===== src/logic/hdc_pkg.sv =====
package hdc_pkg;

    // ==========================================================
    // Register map
    localparam logic [7:0] DRIVE_CONTROL_ONE_ADDR = 8'h1B;
    localparam logic [7:0] DRIVE_CONTROL_TWO_ADDR = 8'h1C;

    // ==========================================================
    // Field positions
    localparam int BOOST_BIT     = 7;
    localparam int RESERVED_BIT  = 6;
    localparam int BIAS_BIT      = 5;
    localparam int DTIME_MSB     = 4;
    localparam int DIR_BIT       = 7;

    // ==========================================================
    // Reset values
    localparam logic [7:0] DRIVE_CONTROL_ONE_RST = 8'h93;
    localparam logic [7:0] DRIVE_CONTROL_TWO_RST = 8'hF5;

    // ==========================================================
    // Timing, in nanoseconds, and clock period
    localparam int CLK_PERIOD_NS = 8;
    localparam int LRA_STEP_NS   = 100000;
    localparam int LRA_BASE_NS   = 500000;
    localparam int ERM_STEP_NS   = 200000;
    localparam int ERM_BASE_NS   = 1000000;

    // Cycle counts derived from the times above
    localparam int LRA_STEP_CYC  = LRA_STEP_NS / CLK_PERIOD_NS;
    localparam int LRA_BASE_CYC  = LRA_BASE_NS / CLK_PERIOD_NS;
    localparam int ERM_STEP_CYC  = ERM_STEP_NS / CLK_PERIOD_NS;
    localparam int ERM_BASE_CYC  = ERM_BASE_NS / CLK_PERIOD_NS;

    // ==========================================================
    // Widths and amplitude constants
    localparam int         CYC_W       = 24;
    localparam logic [7:0] AMP_MIDPOINT = 8'h80;
    localparam logic [CYC_W-1:0] TIMER_ZERO = 24'h000000;

endpackage


===== src/logic/hdc_interval_timer.sv =====
`timescale 1ns/1ps
`default_nettype none

module hdc_interval_timer #(
    parameter int CYC_W = 24
) (
    input  wire logic             sys_clk,     // System clock
    input  wire logic             sys_rst,     // Asynchronous reset, active high
    input  wire logic [CYC_W-1:0] period_cyc,  // Interval length in cycles
    output logic                  tick         // One-cycle pulse per interval
);

    typedef struct packed {
        logic [CYC_W-1:0] cnt;
        logic             tick;
    } hdc_tmr_state_t;

    hdc_tmr_state_t st_r;
    hdc_tmr_state_t st_nxt;

    // ==========================================================
    // Free-running interval counter
    always_comb begin
        st_nxt      = st_r;
        st_nxt.tick = 1'b0;
        // A shortened period takes effect at once rather than after a wrap
        if (st_r.cnt + 1'b1 >= period_cyc) begin
            st_nxt.cnt  = '0;
            st_nxt.tick = 1'b1;
        end else begin
            st_nxt.cnt = st_r.cnt + 1'b1;
        end
    end

    always_ff @(posedge sys_clk or posedge sys_rst) begin
        if (sys_rst) begin
            st_r <= '0;
        end else begin
            st_r <= st_nxt;
        end
    end

    assign tick = st_r.tick;

endmodule

`default_nettype wire


===== src/logic/hdc_drive_control_regs.sv =====
`timescale 1ns/1ps
`default_nettype none

// Notes on behaviour
// - Boost bit set raises feedback loop gain during overdrive.
// - Bias bit one drives 0.9 V common mode onto trigger pin; zero disables.
// - Resonant drive time is field times 0.1 ms plus 0.5 ms; field resets 0x13.
// - Resonant drive time is only a start; runtime measurement then adjusts it.
// - Rotating-mass sample interval is field times 0.2 ms plus 1 ms.
// - Direction bit selects input interpretation; zero means unidirectional.
// - Unidirectional maps input linearly: zero none, half half, full full.
// - Unidirectional braking comes only from feedback conditions.
// - Unidirectional uses full range, one more amplitude bit than bidirectional.
// - Bidirectional open loop brakes below midpoint, driving output negative.
module hdc_drive_control_regs #(
    parameter int LRA_STEP_CYC = hdc_pkg::LRA_STEP_CYC,
    parameter int LRA_BASE_CYC = hdc_pkg::LRA_BASE_CYC,
    parameter int ERM_STEP_CYC = hdc_pkg::ERM_STEP_CYC,
    parameter int ERM_BASE_CYC = hdc_pkg::ERM_BASE_CYC
) (
    input  wire logic                     sys_clk,                // System clock
    input  wire logic                     sys_rst,                // Asynchronous reset, active high
    input  wire logic [7:0]               reg_addr,               // Register address from host bus
    input  wire logic [7:0]               reg_wdata,              // Write data
    input  wire logic                     reg_wr_en,              // Write strobe, one cycle
    input  wire logic                     reg_rd_en,              // Read strobe, one cycle
    output logic [7:0]                    reg_rdata,              // Read data, one cycle after strobe
    input  wire logic                     actuator_is_lra,        // 1 resonant, 0 rotating mass
    input  wire logic                     loop_closed,            // 1 closed loop, 0 open loop
    input  wire logic [hdc_pkg::CYC_W-1:0] lra_period_meas,       // Measured resonant period, cycles
    input  wire logic                     lra_period_valid,       // Strobe for measured period
    input  wire logic                     feedback_brake_req,     // Feedback says brake
    input  wire logic [7:0]               play_sample,            // Playback input sample
    output logic                          overdrive_gain_boost,   // High loop gain in overdrive
    output logic                          input_common_mode_bias, // Bias enable on trigger pin
    output logic                          input_direction_select, // 1 bidirectional input
    output logic [hdc_pkg::CYC_W-1:0]     drive_time_cyc,         // Active drive time or sample interval
    output logic                          drive_tick,             // Pulse per drive/sample interval
    output logic [7:0]                    drive_magnitude,        // Output amplitude
    output logic                          drive_negative,         // Output polarity negative
    output logic                          drive_brake             // Braking active
);

    localparam int W = hdc_pkg::CYC_W;

    typedef struct packed {
        logic         boost;
        logic         bias;
        logic [4:0]   dtime;
        logic [7:0]   ctl2;
        logic [7:0]   rdata;
        logic [W-1:0] lra_adj;
        logic         lra_adj_vld;
        logic [W-1:0] drive_cyc;
        logic [7:0]   mag;
        logic         neg;
        logic         brake;
    } hdc_regs_state_t;

    hdc_regs_state_t st_r;
    hdc_regs_state_t st_nxt;

    logic [W-1:0] lra_prog_cyc;
    logic [W-1:0] erm_prog_cyc;
    logic [7:0]   ctl1_view;

    // ==========================================================
    // Programmed times
    assign lra_prog_cyc = W'(st_r.dtime * LRA_STEP_CYC + LRA_BASE_CYC);
    assign erm_prog_cyc = W'(st_r.dtime * ERM_STEP_CYC + ERM_BASE_CYC);
    assign ctl1_view    = {st_r.boost, 1'b0, st_r.bias, st_r.dtime};

    // ==========================================================
    // Next state
    always_comb begin
        st_nxt = st_r;

        if (reg_wr_en && reg_addr == hdc_pkg::DRIVE_CONTROL_ONE_ADDR) begin
            st_nxt.boost       = reg_wdata[hdc_pkg::BOOST_BIT];
            st_nxt.bias        = reg_wdata[hdc_pkg::BIAS_BIT];
            st_nxt.dtime       = reg_wdata[hdc_pkg::DTIME_MSB:0];
            // A fresh estimate discards the tracked value
            st_nxt.lra_adj_vld = 1'b0;
        end else if (lra_period_valid) begin
            st_nxt.lra_adj     = {1'b0, lra_period_meas[W-1:1]};
            st_nxt.lra_adj_vld = 1'b1;
        end
        if (reg_wr_en && reg_addr == hdc_pkg::DRIVE_CONTROL_TWO_ADDR) begin
            st_nxt.ctl2 = reg_wdata;
        end

        if (reg_rd_en) begin
            case (reg_addr)
                hdc_pkg::DRIVE_CONTROL_ONE_ADDR: st_nxt.rdata = ctl1_view;
                hdc_pkg::DRIVE_CONTROL_TWO_ADDR: st_nxt.rdata = st_r.ctl2;
                default:                         st_nxt.rdata = 8'h00;
            endcase
        end

        if (actuator_is_lra) begin
            st_nxt.drive_cyc = st_r.lra_adj_vld ? st_r.lra_adj : lra_prog_cyc;
        end else begin
            st_nxt.drive_cyc = erm_prog_cyc;
        end
        if (st_nxt.drive_cyc == hdc_pkg::TIMER_ZERO) begin
            st_nxt.drive_cyc = lra_prog_cyc;
        end

        // Input interpretation
        if (!st_r.ctl2[hdc_pkg::DIR_BIT]) begin
            // Full range is positive, giving the extra amplitude bit
            st_nxt.mag   = play_sample;
            st_nxt.neg   = 1'b0;
            st_nxt.brake = feedback_brake_req;
        end else if (play_sample >= hdc_pkg::AMP_MIDPOINT) begin
            st_nxt.mag   = {7'(play_sample - hdc_pkg::AMP_MIDPOINT), 1'b0};
            st_nxt.neg   = 1'b0;
            st_nxt.brake = loop_closed & feedback_brake_req;
        end else if (loop_closed) begin
            st_nxt.mag   = 8'h00;
            st_nxt.neg   = 1'b0;
            st_nxt.brake = feedback_brake_req;
        end else begin
            // Zero input saturates to full scale; the 7-bit difference would wrap to zero
            st_nxt.mag   = (play_sample == 8'h00) ? 8'hFF
                         : {7'(hdc_pkg::AMP_MIDPOINT - play_sample), 1'b0};
            st_nxt.neg   = 1'b1;
            st_nxt.brake = 1'b1;
        end
    end

    // ==========================================================
    // State register
    always_ff @(posedge sys_clk or posedge sys_rst) begin
        if (sys_rst) begin
            st_r             <= '0;
            st_r.boost       <= hdc_pkg::DRIVE_CONTROL_ONE_RST[hdc_pkg::BOOST_BIT];
            st_r.bias        <= hdc_pkg::DRIVE_CONTROL_ONE_RST[hdc_pkg::BIAS_BIT];
            st_r.dtime       <= hdc_pkg::DRIVE_CONTROL_ONE_RST[hdc_pkg::DTIME_MSB:0];
            st_r.ctl2        <= hdc_pkg::DRIVE_CONTROL_TWO_RST;
            st_r.drive_cyc   <= W'(LRA_BASE_CYC);
        end else begin
            st_r <= st_nxt;
        end
    end

    // ==========================================================
    // Interval pulse for drive half-period or back-EMF sampling
    hdc_interval_timer #(
        .CYC_W      (W)
    ) u_timer (
        .sys_clk    (sys_clk),
        .sys_rst    (sys_rst),
        .period_cyc (st_r.drive_cyc),
        .tick       (drive_tick)
    );

    assign reg_rdata              = st_r.rdata;
    assign overdrive_gain_boost   = st_r.boost;
    assign input_common_mode_bias = st_r.bias;
    assign input_direction_select = st_r.ctl2[hdc_pkg::DIR_BIT];
    assign drive_time_cyc         = st_r.drive_cyc;
    assign drive_magnitude        = st_r.mag;
    assign drive_negative         = st_r.neg;
    assign drive_brake            = st_r.brake;

endmodule

`default_nettype wire


===== config.mk =====
export PLATFORM = sky130hd
export DESIGN_NAME = hdc_drive_control_regs
export DESIGN_NICKNAME = d
export VERILOG_FILES = /design/src/logic/hdc_pkg.sv /design/src/logic/hdc_interval_timer.sv /design/src/logic/hdc_drive_control_regs.sv
export SDC_FILE = /design/constraint.sdc
export NUM_CORES = 1
export LEC_CHECK = 0
export ABC_AREA = 1
export BUFFER_PORTS_ARGS = -buffer_cell sky130_fd_sc_hd__buf_2
export CORE_UTILIZATION = 31
export DETAILED_ROUTE_END_ITERATION = 10
export SLEW_MARGIN = 5
export SYNTH_ARGS = -nofsm -noshare
export SYNTH_HDL_FRONTEND = slang
export SYNTH_SLANG_ARGS = --single-unit

===== constraint.sdc =====
create_clock -name sys_clk -period 3.6 [get_ports sys_clk]
set_input_delay 0.18 -clock sys_clk [delete_from_list [all_inputs] [get_ports sys_clk]]
set_output_delay 0.18 -clock sys_clk [all_outputs]
set_load 0.02 [all_outputs]

==> out/qor.yml <==
outcome:
  status: "completed"
synth:
  ys_seq_area_share_pct: 36.1
  syn_inst: 983
  synthDistinctLibCells: 52
  synth_top_area_share_pct: 30.0
  syn_area_sq_um: 7330
  ys_ff_latch: 105
  yosys.area.top_type: "dfrtp_1"
  synth_ff_type: "dfrtp_1"
  post_synth.cell_area_avg_sq_um: 7.46
  async_flop_share_pct: 100
  ys_warn_count: 0
  synth-edff-count: 0
  synth.area.top_cells: "dfrtp_1 (30%), nand2_1 (11%), ha_1 (9.6%)"
final_layout:
  layout-drive-gt1-share_pct: 35.1
  nets: 1220
  antenna_cells: 0
  syn_to_final_growth_pct: 29.1
  final_core_util_pct: 41.3
  fin_cells: 1425
grt:
  grt_pass1_vias: 6175
  grt_pass1_wl_mm: 29.1
  grt_max_degree: 74
  gr-usage-all-layers_pct: 15.0
  grt_overflow: 0
  grt_util_met1_pct: 18.5
  use_met3_pct: 3.67
  antenna_found_initial: 0
  top_usage_layer: "met2"
  met2_usage_pct: 26.3
place:
  gp_congestion: 0.873
  pre_cts_slack_ns: -0.148
  place_inst: 1388
  io_buffers: 99
  hpwl_mm: 13.6
clocking:
  clk_pin_slew_ns: 0.07
  cts_made_buffers: 9
  cts_root_buffer: "clkbuf_16"
  clkLatencyLatePin_ns: 0.35
  cts_tree: "built"
  cts_buffer_depth: 2
  cts_max_level: 3
  cts.sinks: 105
setup_path:
  cp_slowest_cell: "dfrtp_2"
  crit_chain: "ha_4 -> xor2_2 -> ha_4 -> a21o_1 -> ha_4 -> ha_4 -> nand2_4 -> nor2_2 -> nand2_1 -> nand2_2 -> nand2_2 -> nand2_4 -> nand2_4 -> nand2_4 -> nand2_2 -> nand2_2 -> nor2_2 -> nor2_2 -> nand3_1 -> nor2_2 -> nand3_4 -> nor2_4 -> nand4_1 -> nand2_1"
  critical_path.startpoint_type: "register"
  reg2reg_from: "ctl1_view[2]"
  endpoint_kind: "register"
  r2r_setup_slack_ns: 0.007
  cp_num_buf_inv: 0
  path_max_fanout: 7
  r2r_end: "drive_time_cyc[9]"
  crit_path_max_incr_delay_ns: 0.48
  worstPathRequired_ns: 3.89
  r2r_cells: 24
  crit_arrival_ns: 3.88
  path_class: "reg -> reg"
  path_delay_family: "simple AND/OR/NAND/NOR gates"
floorplan:
  rows: 55
  chipHeight_um: 156
  fp.dieW_um: 156
  io_pins: 102
  die-area_sq_um: 24300
  start_util_pct: 32.0
  core_sq_um: 22900
min_path:
  min_path_type: "in -> async"
route:
  ant_nets: 0
  vias: 6541
  drtIter0Drc: 358
  wl_per_cell_um: 13.3
  drt-total-wl_mm: 18.9
  vias_per_cell: 4.59
  drt_pass1_iterations: 5
  drc: 0
timing:
  period_share_pct: 99.8
  finalSetupTns_ns: 0
  final.setup_skew_ns: 0.00808
  worst_pin_slew_ns: 1.07
  hold_viol: 0
  maxSlewHeadroom_pct: 28.3
  rsz0062_at_grt: "true"
  fmax_ghz: 0.278
  fin_ws_ns: 0.00725
  fin_crit_ns: 3.59
  drv_slew: 0
  finalSetupViolCount: 0
power_and_ir_drop:
  p_leak_uw: 0.00483
  ir_worst_vdd_mv: 0.289
  power_per_cell_area_nw_per_um2: 334
job:
  cap_viol_max_count: 0
-- worst reg2reg max path, delay by kind of cell (launching register included) --
family          cells  cell delay, ns
flops               1            0.48
compound gates      1            0.19
simple gates       18            1.74
xor+xnor            1            0.19
fa+ha+maj           4            0.94
-- sequential cells by signal, summed over array words and instances, names as in the netlist --
name,cells
overdrive_gain_boost,1
drive_time_cyc,23
drive_brake,1
drive_negative,1
input_common_mode_bias,1
input_direction_select,1
reg_rdata,8
st_r,31
drive_magnitude,8
ctl1_view,5
u_timer.st_r,24
u_timer.tick,1
-- what timing repair did --
action,CTS,global route
endpoints found under the setup margin,18,42
cloned,1,4
pin swaps,3,63
buffers inserted,3,13
hold buffers,0,0
resized for setup,23,134
-- per-stage QoR --
step	hold slack (ns)	power [uW]	instance area (sq um)
floorplan	0.307	1790	7340
global placement	0.413	1980	8250
detailed placement	0.415	1990	8250
CTS	0.0354	3110	8720
global route	0.0410	3330	9470
finish	0.0383	3160	9470
-- power breakdown --
part	internal [uW]	switching, uW
combinational	315	440
sequential	1270	54.8
clock	632	454
total	2210	949
-- Yosys cell counts (all sizes together) (2+ instances only) --
| library cell | n |
|---|---|
| inv | 162 |
| dfstp | 17 |
| mux2 | 16 |
| dfrtp | 88 |
| a21oi | 34 |
| nand4 | 23 |
| a21o | 2 |
| o22ai | 3 |
| a31oi | 9 |
| buf | 49 |
| nand2 | 241 |
| o21ai | 37 |
| xor2 | 13 |
| or2 | 5 |
| nor3 | 17 |
| ha | 56 |
| nor2 | 113 |
| and2 | 4 |
| o21bai | 2 |
| clkbuf | 9 |
| nand3b | 3 |
| nand3 | 64 |
-- layer usage --
metal  wire length [um]  vias up
met2               9750      170
met1               7960     3018
met4                250        0
met3                965       23
li1                   -     3330
met5                  0        -
-- logic make-up after synthesis --
group	share of synthesized area, %
DFF	36.1
adders and majority gates	9.83
and+or+nand+nor	29.0
buffers and inverters	13.6
xor gates and xnor gates	1.67
muxes	2.46
AOI/OAI and AO/OA	7.25
other	0.0511
-- cells in the final DEF (no fill, tap or decap), types with 3 or more instances in the layout --
cell type,n
dfstp_2,17
nor3_1,10
dfrtp_1,85
inv_1,147
nor2_4,16
nand4_1,23
a31oi_1,9
inv_4,3
a21oi_1,27
nand3b_1,3
buf_4,63
mux2_2,16
buf_2,99
nand3_1,52
ha_1,37
inv_2,12
nand2_2,40
a21oi_2,6
nand2_4,12
nand2_1,189
nor2_1,73
or2_2,3
nor2_2,25
nor3_4,3
ha_4,17
o21ai_0,32
xor2_1,10
o21ai_1,3
o22ai_1,3
nor3_2,4
nand3_2,10
dfrtp_2,3
clkbuf_16,11
buf_12,3
-- worst max-delay path by stage --
stage          cells past startpoint            endpoint          from  slack, ns
2_1_floorplan                     23  drive_time_cyc[10]  ctl1_view[3]       0.17
3_3_place_gp                      22   drive_time_cyc[2]  ctl1_view[4]      -0.11
3_5_place_dp                      21   drive_time_cyc[8]  ctl1_view[4]      -0.15
4_1_cts                           20  drive_time_cyc[18]  ctl1_view[2]      0.004
5_1_grt                           24   drive_time_cyc[4]  ctl1_view[4]      -0.23
6_report                          24   drive_time_cyc[9]  ctl1_view[2]      0.007
-- final cells by class --
type	instances	area [sq um]
Timing Repair inverter	1	7.51
Multi-Input combinational cell	659	4380
Fill cell	2308	13400
Sequential cell	105	2650
Clock inverter	4	77.6
Inverter	163	619
Timing Repair Buffer	168	1090
Tap cell	313	392
Clock buffer	12	246
(Power assumes the default switching activity.)
